**config.mk**
```make
export PLATFORM = sky130hd
export DESIGN_NAME = data_signal_mixer
export DESIGN_NICKNAME = d
export VERILOG_FILES = /design/src/rtl/data_signal_mixer.v
export VERILOG_INCLUDE_DIRS = /design/src /design/src/rtl
export SDC_FILE = /design/constraint.sdc
export NUM_CORES = 1
export LEC_CHECK = 0
export ABC_CLOCK_PERIOD_IN_PS = 3150
export BUFFER_PORTS_ARGS = -buffer_cell sky130_fd_sc_hd__buf_2
export CAP_MARGIN = 20
export CORE_AREA = 8 8 136 125
export DETAILED_ROUTE_END_ITERATION = 10
export DIE_AREA = 0 0 144 133
export PLACE_DENSITY = 0.85
export SYNTH_ARGS = -nofsm -noshare
export SYNTH_HDL_FRONTEND = slang
export SYNTH_SLANG_ARGS = --single-unit
```
**constraint.sdc**
```tcl
create_clock -name clk_i -period 3.15 [get_ports clk_i]
set_input_delay 0.1575 -clock clk_i [delete_from_list [all_inputs] [get_ports clk_i]]
set_output_delay 0.1575 -clock clk_i [all_outputs]
set_load 0.05 [all_outputs]
```
**src/rtl/data_signal_mixer_defines.vh**
```
// Constants for the data signal mixer: register indices, field positions,
// reset values and selector codes. Definitions only.
`ifndef DATA_SIGNAL_MIXER_DEFINES_VH
`define DATA_SIGNAL_MIXER_DEFINES_VH

// ----------------------------------------------------------------------------
// Register indices (byte address is four times the index)
// ----------------------------------------------------------------------------
`define IDX_CTRL0 14'h0897
`define IDX_CTRL1 14'h0898
`define IDX_SRC 14'h0899
`define IDX_CARRIER_LOW_SIG 14'h089a
`define IDX_CARRIER_HIGH_SIG 14'h089b

// ----------------------------------------------------------------------------
// Field positions
// ----------------------------------------------------------------------------
`define C0_EN 7
`define C0_OUT 5
`define C0_OUTPUT_INVERT 4
`define C0_BIT 0
`define C1_HIGH_CARRIER_INVERT 5
`define C1_HIGH_CARRIER_SYNC_EN 4
`define C1_LOW_CARRIER_INVERT 1
`define C1_LOW_CARRIER_SYNC_EN 0
`define SRC_MSB 4
`define CAR_MSB 3
`define C1_MASK 8'h33
`define BYTE_LANE0 2'h0

// ----------------------------------------------------------------------------
// Reset values and codes
// ----------------------------------------------------------------------------
`define RST_BYTE 8'h00
`define RST_SRC 5'h00
`define RST_CAR 4'h0
`define SRC_SW_BIT 5'h01
`define SRC_LAST 5'h13
`define DATA_SRC_W 20
`define CAR_SRC_W 16

`endif

```
**src/rtl/data_signal_mixer.v**
```verilog
// Data signal mixer: mixes a selected data signal with two selected carriers
// and drives one output pin; registers reached over APB.
// Assumes source inputs are asynchronous to clk_i and glitch-free.
// Assumes an APB master that holds each request until pready is high.
//
// Operation
// - Data high passes the high carrier, data low passes the low carrier.
// - Enable bit starts mixing; clearing it stops output, keeps selections.
// - While disabled the output pin is held low.
// - Five-bit source field picks data from peripherals, software bit or pin.
// - Four-bit high carrier field picks the high carrier source.
// - Four-bit low carrier field picks the low carrier source.
// - With sync on, the active carrier pulse ends before switching carriers.
// - High sync bit governs leaving high carrier, low sync bit leaving low.
// - Each carrier is inverted before mixing when its polarity bit is set.
// - Software data bit drives modulation when selected as source.
// - Output polarity bit inverts the final modulated output.
// - Keeps running in sleep as long as its sources keep running.
// - Any reset disables the block and returns registers to defaults.
// - Power-down clears the block; on re-enable registers hold reset values.
// - Sync bit set means wait for carrier falling edge before switching.
// - Output status bit reads the present module output.
`include "data_signal_mixer_defines.vh"
`timescale 1ns/10ps

module data_signal_mixer #(
    parameter ADDR_W = 16
) (
    input wire clk_i,
    input wire rst_n_i,
    input wire psel_i,
    input wire penable_i,
    input wire pwrite_i,
    input wire [ADDR_W-1:0] paddr_i,
    input wire [31:0] pwdata_i,
    output wire [31:0] prdata_o,
    output wire pready_o,
    output wire pslverr_o,
    input wire [`DATA_SRC_W-1:0] data_src_i,
    input wire [`CAR_SRC_W-1:0] carrier_high_src_i,
    input wire [`CAR_SRC_W-1:0] carrier_low_src_i,
    input wire mixer_power_down_i,
    output wire mixer_output_pin_o
);

    localparam IN_W = `DATA_SRC_W + 2 * `CAR_SRC_W + 1;

    // ------------------------------------------------------------------------
    // Functions
    // ------------------------------------------------------------------------
    // Every carrier code is mapped, so the mux is a plain index
    function sel_carrier;
        input [`CAR_SRC_W-1:0] data_source_sel;
        input [`CAR_MSB:0] code;
        begin
            sel_carrier = data_source_sel[code];
        end
    endfunction

    // Byte registers sit in the low lane of the 32-bit data bus
    function [31:0] byte_word;
        input [7:0] b;
        begin
            byte_word = {24'h000000, b};
        end
    endfunction

    // Register decode; a misaligned byte address never hits, so it is refused
    function reg_hit;
        input [ADDR_W-1:0] addr;
        input [ADDR_W-3:0] index;
        begin
            reg_hit = (addr[ADDR_W-1:2] == index) && (addr[1:0] == `BYTE_LANE0);
        end
    endfunction

    // ------------------------------------------------------------------------
    // Input synchronisers
    // ------------------------------------------------------------------------
    // Three stages; a bit changes only once stages two and three agree
    // Limitation: the filter adds about four cycles of delay and drops any
    // level shorter than two cycles, so carriers near clk_i rate do not pass.
    reg [IN_W-1:0] sync1_ff;
    reg [IN_W-1:0] sync2_ff;
    reg [IN_W-1:0] sync3_ff;
    reg [IN_W-1:0] flt_ff;
    wire [IN_W-1:0] raw_in;
    wire [IN_W-1:0] agree;
    wire [IN_W-1:0] nxt_flt;

    assign raw_in = {mixer_power_down_i, carrier_low_src_i, carrier_high_src_i, data_src_i};
    assign agree = ~(sync2_ff ^ sync3_ff);
    assign nxt_flt = (agree & sync3_ff) | (~agree & flt_ff);

    always @(posedge clk_i or negedge rst_n_i) begin
        if (!rst_n_i) begin
            sync1_ff <= {IN_W{1'b0}};
            sync2_ff <= {IN_W{1'b0}};
            sync3_ff <= {IN_W{1'b0}};
            flt_ff <= {IN_W{1'b0}};
        end else begin
            sync1_ff <= raw_in;
            sync2_ff <= sync1_ff;
            sync3_ff <= sync2_ff;
            flt_ff <= nxt_flt;
        end
    end

    wire [`DATA_SRC_W-1:0] data_flt;
    wire [`CAR_SRC_W-1:0] carrier_high_sig_flt;
    wire [`CAR_SRC_W-1:0] carrier_low_sig_flt;
    wire pd_flt;

    assign data_flt = flt_ff[`DATA_SRC_W-1:0];
    assign carrier_high_sig_flt = flt_ff[`DATA_SRC_W+`CAR_SRC_W-1:`DATA_SRC_W];
    assign carrier_low_sig_flt = flt_ff[`DATA_SRC_W+2*`CAR_SRC_W-1:`DATA_SRC_W+`CAR_SRC_W];
    assign pd_flt = flt_ff[IN_W-1];

    // ------------------------------------------------------------------------
    // Registers
    // ------------------------------------------------------------------------
    // Control 0 keeps only its writable bits; the status bit is read from out_ff
    reg en_ff;
    reg output_invert_ff;
    reg sw_bit_ff;
    reg [7:0] ctrl1_ff;
    reg [`SRC_MSB:0] data_source_sel_ff;
    reg [`CAR_MSB:0] low_carrier_sel_ff;
    reg [`CAR_MSB:0] high_carrier_sel_ff;
    reg pready_ff;
    reg pslverr_ff;
    reg [31:0] prdata_ff;
    reg out_ff;

    wire hit_c0;
    wire hit_c1;
    wire hit_src;
    wire hit_carrier_low_sig;
    wire hit_carrier_high_sig;
    wire mapped;
    wire wr_en;
    reg [7:0] rd_byte;

    // ------------------------------------------------------------------------
    // Address decode
    // ------------------------------------------------------------------------
    // Only the low byte lane carries data; reserved bits read as zero
    assign hit_c0 = reg_hit(paddr_i, `IDX_CTRL0);
    assign hit_c1 = reg_hit(paddr_i, `IDX_CTRL1);
    assign hit_src = reg_hit(paddr_i, `IDX_SRC);
    assign hit_carrier_low_sig = reg_hit(paddr_i, `IDX_CARRIER_LOW_SIG);
    assign hit_carrier_high_sig = reg_hit(paddr_i, `IDX_CARRIER_HIGH_SIG);
    assign mapped = hit_c0 | hit_c1 | hit_src | hit_carrier_low_sig | hit_carrier_high_sig;
    // Write lands at the access edge that sees pready high
    assign wr_en = psel_i & penable_i & pready_ff & pwrite_i & mapped;

    // ------------------------------------------------------------------------
    // Read mux
    // ------------------------------------------------------------------------
    // Status bit shows the registered pin, one cycle behind the mix
    always @* begin
        rd_byte = `RST_BYTE;
        if (hit_c0) begin
            rd_byte[`C0_EN] = en_ff;
            rd_byte[`C0_OUT] = out_ff;
            rd_byte[`C0_OUTPUT_INVERT] = output_invert_ff;
            rd_byte[`C0_BIT] = sw_bit_ff;
        end else if (hit_c1) begin
            rd_byte = ctrl1_ff;
        end else if (hit_src) begin
            rd_byte[`SRC_MSB:0] = data_source_sel_ff;
        end else if (hit_carrier_low_sig) begin
            rd_byte[`CAR_MSB:0] = low_carrier_sel_ff;
        end else if (hit_carrier_high_sig) begin
            rd_byte[`CAR_MSB:0] = high_carrier_sel_ff;
        end
    end

    // ------------------------------------------------------------------------
    // Register writes
    // ------------------------------------------------------------------------
    // Power-down clears every register each cycle it is asserted; it is seen
    // through the pin filter, so it acts some four cycles after the pin rises.
    always @(posedge clk_i or negedge rst_n_i) begin
        if (!rst_n_i) begin
            en_ff <= 1'b0;
            output_invert_ff <= 1'b0;
            sw_bit_ff <= 1'b0;
            ctrl1_ff <= `RST_BYTE;
            data_source_sel_ff <= `RST_SRC;
            low_carrier_sel_ff <= `RST_CAR;
            high_carrier_sel_ff <= `RST_CAR;
        end else if (pd_flt) begin
            en_ff <= 1'b0;
            output_invert_ff <= 1'b0;
            sw_bit_ff <= 1'b0;
            ctrl1_ff <= `RST_BYTE;
            data_source_sel_ff <= `RST_SRC;
            low_carrier_sel_ff <= `RST_CAR;
            high_carrier_sel_ff <= `RST_CAR;
        end else if (wr_en) begin
            if (hit_c0) begin
                en_ff <= pwdata_i[`C0_EN];
                output_invert_ff <= pwdata_i[`C0_OUTPUT_INVERT];
                sw_bit_ff <= pwdata_i[`C0_BIT];
            end
            if (hit_c1) begin
                ctrl1_ff <= pwdata_i[7:0] & `C1_MASK;
            end
            if (hit_src) begin
                data_source_sel_ff <= pwdata_i[`SRC_MSB:0];
            end
            if (hit_carrier_low_sig) begin
                low_carrier_sel_ff <= pwdata_i[`CAR_MSB:0];
            end
            if (hit_carrier_high_sig) begin
                high_carrier_sel_ff <= pwdata_i[`CAR_MSB:0];
            end
        end
    end

    // ------------------------------------------------------------------------
    // APB answer
    // ------------------------------------------------------------------------
    // No wait state: answer prepared in setup, pready high in first access
    // pready is registered, so it always trails setup by exactly one edge
    // Unmapped or misaligned access: pslverr with zero read data, write dropped
    always @(posedge clk_i or negedge rst_n_i) begin
        if (!rst_n_i) begin
            pready_ff <= 1'b0;
            pslverr_ff <= 1'b0;
            prdata_ff <= 32'h00000000;
        end else begin
            pready_ff <= psel_i & ~penable_i;
            pslverr_ff <= psel_i & ~penable_i & ~mapped;
            if (psel_i & ~penable_i & ~pwrite_i) begin
                prdata_ff <= byte_word(rd_byte);
            end else begin
                prdata_ff <= 32'h00000000;
            end
        end
    end

    assign pready_o = pready_ff;
    assign pslverr_o = pslverr_ff;
    assign prdata_o = prdata_ff;

    // ------------------------------------------------------------------------
    // Source selection and polarity
    // ------------------------------------------------------------------------
    reg data_sig;
    wire car_high_sig;
    wire car_low_sig;

    // Code 1 is the software bit; codes past the top give a quiet low
    always @* begin
        if (data_source_sel_ff == `SRC_SW_BIT) begin
            data_sig = sw_bit_ff;
        end else if (data_source_sel_ff > `SRC_LAST) begin
            data_sig = 1'b0;
        end else begin
            data_sig = data_flt[data_source_sel_ff];
        end
    end

    // Polarity applies before the edge detect, so sync waits for the inverted fall
    assign car_high_sig = sel_carrier(carrier_high_sig_flt, high_carrier_sel_ff) ^ ctrl1_ff[`C1_HIGH_CARRIER_INVERT];
    assign car_low_sig = sel_carrier(carrier_low_sig_flt, low_carrier_sel_ff) ^ ctrl1_ff[`C1_LOW_CARRIER_INVERT];

    // ------------------------------------------------------------------------
    // Carrier switching
    // ------------------------------------------------------------------------
    // Sync delays a carrier change until the active carrier falls, so no
    // pulse is cut short; an idle-low carrier therefore never hands over.
    reg use_high_ff;
    reg car_high_prev_ff;
    reg car_low_prev_ff;
    reg nxt_use_high;
    wire high_fall;
    wire low_fall;
    wire leave_high_ok;
    wire leave_low_ok;

    assign high_fall = car_high_prev_ff & ~car_high_sig;
    assign low_fall = car_low_prev_ff & ~car_low_sig;
    assign leave_high_ok = !ctrl1_ff[`C1_HIGH_CARRIER_SYNC_EN] || high_fall;
    assign leave_low_ok = !ctrl1_ff[`C1_LOW_CARRIER_SYNC_EN] || low_fall;

    // If data returns before the fall, the pending switch is simply dropped
    always @* begin
        nxt_use_high = use_high_ff;
        if (!en_ff) begin
            nxt_use_high = data_sig;
        end else if (data_sig != use_high_ff) begin
            if (use_high_ff) begin
                if (leave_high_ok) begin
                    nxt_use_high = 1'b0;
                end
            end else begin
                if (leave_low_ok) begin
                    nxt_use_high = 1'b1;
                end
            end
        end
    end

    always @(posedge clk_i or negedge rst_n_i) begin
        if (!rst_n_i) begin
            use_high_ff <= 1'b0;
            car_high_prev_ff <= 1'b0;
            car_low_prev_ff <= 1'b0;
        end else begin
            use_high_ff <= nxt_use_high;
            car_high_prev_ff <= car_high_sig;
            car_low_prev_ff <= car_low_sig;
        end
    end

    // ------------------------------------------------------------------------
    // Mixing and output
    // ------------------------------------------------------------------------
    // No clock gating here, so sleep only stops it if clk_i itself stops
    // use_high_ff set gives the high carrier as is, with no AND on data; clear takes the low carrier
    wire mix_raw;
    wire nxt_out;

    assign mix_raw = use_high_ff ? car_high_sig : car_low_sig;
    assign nxt_out = en_ff & ~pd_flt & (mix_raw ^ output_invert_ff);

    // Registered pin, so a source change never glitches the output
    always @(posedge clk_i or negedge rst_n_i) begin
        if (!rst_n_i) begin
            out_ff <= 1'b0;
        end else begin
            out_ff <= nxt_out;
        end
    end

    assign mixer_output_pin_o = out_ff;

endmodule // data_signal_mixer

```
==> impl_metrics.ini, run 1 <==
[finish]
n_fill_cell = 975
diodes = 0
drive_above_1_share = 0.238
area_growth_pct = 25.6
nNetsFinal = 727

[global_routing]
grt_max_degree = 87
grt_pass1_vias = 4667
grt_use_total = 0.155
grt_antenna_before_repair = 0
grt_pass1_wl_um = 23700
gr-total-overflow = 0

[floorplanning]
die_h_um = 133
coreArea_mm2 = 0.0146
std_cell_rows = 42
dieArea_mm2 = 0.0192
start_util = 0.543
fp.dieW_um = 144
ios = 141

[yosys]
ys_ff_latch = 241
synth_top_area_cell = dfrtp_1
syn-cell-area_mm2 = 0.00790
avgSynthCellArea_um2 = 17.6
synth_edf_count = 0
ys_warn_count = 0
ys_seq_area_frac = 0.763
ys_top_cells_by_count = dfrtp_1 (241), maj3_1 (52), nor2_1 (28), buf_4 (25), mux2i_1 (22)
yosys.area_share.simple = 0.0410
async_flop_share = 1.00
synth_top_area_frac = 0.763
synth_area_leaders = dfrtp_1 (76%), maj3_1 (6.6%), mux4_2 (3.4%)
synth_adder_area_share = 0.0659
synthCells = 449
synth_mux_area_frac = 0.0830
synth_most_common_cell = dfrtp_1
synth.distinct_cells = 36
synth_xor_area_frac = 0.00412
synth_top_family_by_area = multiplexers
synth_compound_area_frac = 0.0108
synthFlopType = dfrtp_1

[power_and_ir_drop]
vdd_drop_max_uv = 439
p_per_area_mw_per_mm2 = 654
p_leak_uw = 0.00446
total_power_uw = 6500

[critical_path]
slowest_stage = or4b_2
cp_max_fo = 6
required_ns = 3.55
cp_top_family = multiplexers
path_class = register to register
cp-end-kind = register
start_kind = register
slowest_delay_ns = 0.66
path_cells = mux4_1 -> mux4_2 -> xnor2_2 -> or4b_2 -> o311ai_2
cp_num_buf_inv = 0
arrival_ns = 3.07

[clock_tree]
cts.sinks = 241
cts_tree = yes
cts_max_level = 1
post-cts-setup-buffers = 0
insertion_delay_ns = 0.50
clockRootBuffer = clkbuf_16
cts_inserted_buffers = 24
clk_path_buf_depth = 3
clkTransAtPathRegs_ns = 0.06

[place]
place_congestion = 0.842
dp_hpwl_um = 9300
io_buffer_count = 89

[detailed_routing]
drtAntennaViolNets = 0
drt-initial-drc-count = 151
drt-total-wl_um = 14200
viasPerCell = 4.93
vias = 4103
firstDrtPassIters = 4
drcViolationCount = 0
wl_per_cell_um = 17.1

[run_status]
status = complete, no violations

[sta]
hold_viol = 0
clock.fmax_mhz = 376
finClkSkew_ns = 0.00967
setup_violations = 0
rsz0062_at_grt = false
maxSlewHeadroom = 0.434
worst-slew-pin-transition_ns = 0.843
finalCriticalPeriod_ns = 2.66
drv_slew = 0
holdWs_ns = 0.0312
post-route-period-util = 0.845
setup_tns_ns = 0

[job]
cap_violations = 0

[min_path]
holdCritPathClass = input pin to register
[timing repair]
action | CTS | global route
endpoints found under the hold margin | 152 | 0
resized for setup | 0 | 0
hold buffers | 64 | 0
[power breakdown]
group / total, uW / switching, uW / leakage, uW / internal (uW)
registers: 3370 / 98.4 / 0.00288 / 3270
clock network: 2760 / 1070 / 0.000383 / 1680
logic: 371 / 199 / 0.00120 / 172
[final cells by class]
type                    instances  area (um2)  area share
repair buffers                157        1140       0.115
clock buffers                  37         741      0.0746
clock inverters                 3        42.5     0.00428
multi-input cells             192        1710       0.172
flip-flops and latches        241        6030       0.607
inverters                       5        18.8     0.00189
well taps                     198         248      0.0249
[final timing paths]
path,startpoint,to,slack (ns),cells after the start
setup / recovery,high_carrier_sel_ff[0]$_DFFE_PN0P_,mixer_output_pin_o$_DFF_PN0_,0.49,5
hold / removal,pwdata_i[0],sw_bit_ff$_DFFE_PN0P_,0.03,3
setup reg to reg,high_carrier_sel_ff[0]$_DFFE_PN0P_,mixer_output_pin_o$_DFF_PN0_,0.49,5
hold reg to reg,sync1_ff[3]$_DFF_PN0_,sync2_ff[3]$_DFF_PN0_,0.34,0
max in group asynchronous,rst_n_i,async pin,2.04,3
min in group asynchronous,rst_n_i,sync1_ff[29]$_DFF_PN0_,0.24,2
[per-layer routing]
layer	up-vias	GRT usage	wire length (um)
met3	24	0.0367	962
met1	2113	0.198	5910
li1	1839	-	-
met2	127	0.258	7050
met5	-	0	0
met4	0	0.0461	282
[worst reg2reg max path: stages, from the launching register on]
cell	delay [ns]
dfrtp_1	0.52
mux4_1	0.61
mux4_2	0.50
xnor2_2	0.17
or4b_2	0.66
o311ai_2	0.10
[cell families after synthesis]
kind of cell	after synthesis
flip-flops	241
adder cells (fa/ha/maj)	52
AND/OR/NAND/NOR	60
XOR/XNOR	2
other	1
AO/OA/AOI/OAI	11
buffers and inverters	40
multiplexers	42
[metrics by stage]
step                      instance area [um2]  setup WS [ns]  std cells   util
after floorplan                          7990          0.703        473      -
after global placement                   8510          0.530        729  0.584
after detailed placement                 8510          0.504        729  0.584
after CTS                                9930          0.496        833  0.682
after global routing                     9930          0.448        833  0.682
final                                    9930          0.488        833  0.682
[cells in the final DEF (no fill, tap or decap), drive strengths merged, types with 2 or more instances in the layout]
cell type      n
maj3          52
dfrtp        241
nor4           3
nor2b          5
buf           93
o21ai          2
clkbuf        37
nand4          2
nor3           4
nor3b          3
xnor2          2
nand2          3
nand2b         2
mux2           3
nor4b          3
inv            5
mux4          17
dlygate4sd3   64
a22oi          4
mux2i         22
nor2          28
conb          25
nand3          2
or4b           2
Power figures use the tool's default switching activity.
==> inputs of run 2 (changes only) <==
--- a/config.mk
+++ b/config.mk
@@ -6,7 +6,7 @@
 export SDC_FILE = /design/constraint.sdc
 export NUM_CORES = 1
 export LEC_CHECK = 0
-export ABC_CLOCK_PERIOD_IN_PS = 3150
+export ABC_CLOCK_PERIOD_IN_PS = 2800
 export BUFFER_PORTS_ARGS = -buffer_cell sky130_fd_sc_hd__buf_2
 export CAP_MARGIN = 20
 export CORE_AREA = 8 8 136 125
==> constraint.sdc (replaced) <==
create_clock -name clk_i -period 2.8 [get_ports clk_i]
set_input_delay 0.14 -clock clk_i [delete_from_list [all_inputs] [get_ports clk_i]]
set_output_delay 0.14 -clock clk_i [all_outputs]
set_load 0.05 [all_outputs]
==> run 2 against run 1 <==
Against the previous run:
- register-to-register slack got worse by 0.31 ns
- count of clock-buffer cells in the layout fell by 5
- setup slack got worse by 0.31 ns
- via count fell by 0.61%
- flip-flop and latch count did not move
- global-route usage fell by 0.057 points
- final cell count rose by 0.48%
- first-iteration DRC count rose by 30%
- critical path depth did not move
==> impl_metrics.ini, run 2 (same netlist as run 1, synthesis figures left out) <==
[run_status]
status = complete, no violations

[critical_path]
path_class = register to register
arrival_ns = 3.03
setup.worst_path.start = high_carrier_sel_ff[0]$_DFFE_PN0P_
required_ns = 3.21
r2r_slack_ns = 0.18
start_kind = register
path_cells = mux4_1 -> mux4_2 -> xnor2_2 -> or4b_2 -> o311ai_2
cp_max_fo = 6
reg2regPathDepth = 5
r2r_end = mixer_output_pin_o$_DFF_PN0_
slowest_delay_ns = 0.66
cp-end-kind = register
r2r_start = high_carrier_sel_ff[0]$_DFFE_PN0P_
slowest_stage = or4b_2

[clock_tree]
clk_path_buf_depth = 3
clockRootBuffer = clkbuf_16
insertion_delay_ns = 0.51
cts_tree = yes
cts_inserted_buffers = 23
cts_max_level = 1
post-cts-setup-buffers = 0
clkTransAtPathRegs_ns = 0.06
post_cts_resized = 0
cts.sinks = 241
cts_hold_buf = 65

[place]
place_congestion = 0.849
dp_hpwl_um = 9150
placedCellCount = 730
placed_area_mm2 = 0.00851
io_buffer_count = 89

[global_routing]
grt_pass1_vias = 4542
grt_busiest_layer = met2
grt_max_degree = 70
met3_usage = 0.0367
use_met1 = 0.197
grt_antenna_before_repair = 0
grt_use_total = 0.155
grt_pass1_wl_um = 23500
gr-total-overflow = 0
grtUsageMet2 = 0.255

[sta]
rsz0062_at_grt = false
setup_tns_ns = 0
maxSlewHeadroom = 0.517
worst-slew-pin-transition_ns = 0.724
hold_viol = 0
drv_slew = 0
post-route-period-util = 0.936
finClkSkew_ns = 0.0107
clock.fmax_mhz = 382
setup_violations = 0
holdWs_ns = 0.0124
finalCriticalPeriod_ns = 2.62

[finish]
nNetsFinal = 728
stdcell_count = 837
mostFrequentLayoutCell = dfrtp_1
area_growth_pct = 26.4
final_cell_mix = dfrtp_1 (241), buf_2 (88), dlygate4sd3_1 (65), maj3_1 (52), nor2_1 (28)
drive_above_1_share = 0.247
diodes = 0
fin_area_mm2 = 0.00999

[power_and_ir_drop]
vdd_drop_max_uv = 576
p_leak_uw = 0.00450
p_per_area_mw_per_mm2 = 744

[floorplanning]
fp.dieW_um = 144
coreArea_mm2 = 0.0146
die_h_um = 133
ios = 141
dieArea_mm2 = 0.0192
start_util = 0.543
std_cell_rows = 42

[detailed_routing]
wl_per_cell_um = 17.0
vias = 4078
drtAntennaViolNets = 0
drt-initial-drc-count = 196
drcViolationCount = 0
firstDrtPassIters = 4
drt-total-wl_um = 14300
viasPerCell = 4.87

[min_path]
holdCritPathClass = input pin to register
hold_depth = 3
hold_start = pwrite_i
hold_path_end = prdata_o[0]$_DFF_PN0_

[job]
cap_violations = 0
run 2: area by class of cell:
class                      count  area, um2
inverter                       5       18.8
sequential                   241       6030
clock buffer                  32        689
tap                          198        248
timing repair buffer         159       1160
fill                         940       4570
clock inverter                10        133
multi-input combinational    192       1710
run 2: worst max-delay path by stage:
| stage | slack, ns | cells after the start | endpoint |
|---|---|---|---|
| after floorplan | 0.35 | 6 | mixer_output_pin_o$_DFF_PN0_ |
| after global placement | 0.19 | 5 | mixer_output_pin_o$_DFF_PN0_ |
| after detailed placement | 0.17 | 5 | mixer_output_pin_o$_DFF_PN0_ |
| after CTS | 0.18 | 5 | mixer_output_pin_o$_DFF_PN0_ |
| after global routing | 0.11 | 5 | mixer_output_pin_o$_DFF_PN0_ |
| final | 0.18 | 5 | mixer_output_pin_o$_DFF_PN0_ |
run 2: worst max-delay path: cells and delay by family, from the launching register on:
kind	cells	cell delay [ns]
AOI/OAI and AO/OA	1	0.10
xor gates and xnor gates	1	0.17
DFF	1	0.50
muxes	2	1.10
and+or+nand+nor	1	0.66
run 2: power breakdown:
group          total [uW]  switching, uW  internal [uW]  leakage (uW)
combinational         418            224            194       0.00121
clock                3230           1230           2000      0.000413
sequential           3790            108           3680       0.00288
run 2: through the flow:
| step | total power (uW) | util | worst slack [ns] |
|---|---|---|---|
| after floorplan | 4030 | - | 0.353 |
| after global placement | 4170 | 0.585 | 0.194 |
| after detailed placement | 4200 | 0.585 | 0.169 |
| after CTS | 7500 | 0.686 | 0.176 |
| after global routing | 7710 | 0.686 | 0.107 |
| final | 7430 | 0.686 | 0.179 |
run 2: metal layers:
metal | vias to the layer above | share of wire | routed length [um]
met5 | - | 0 | 0
met4 | 0 | 0.024 | 348
met3 | 30 | 0.059 | 840
met2 | 110 | 0.50 | 7080
met1 | 2084 | 0.42 | 5990
li1 | 1854 | - | -
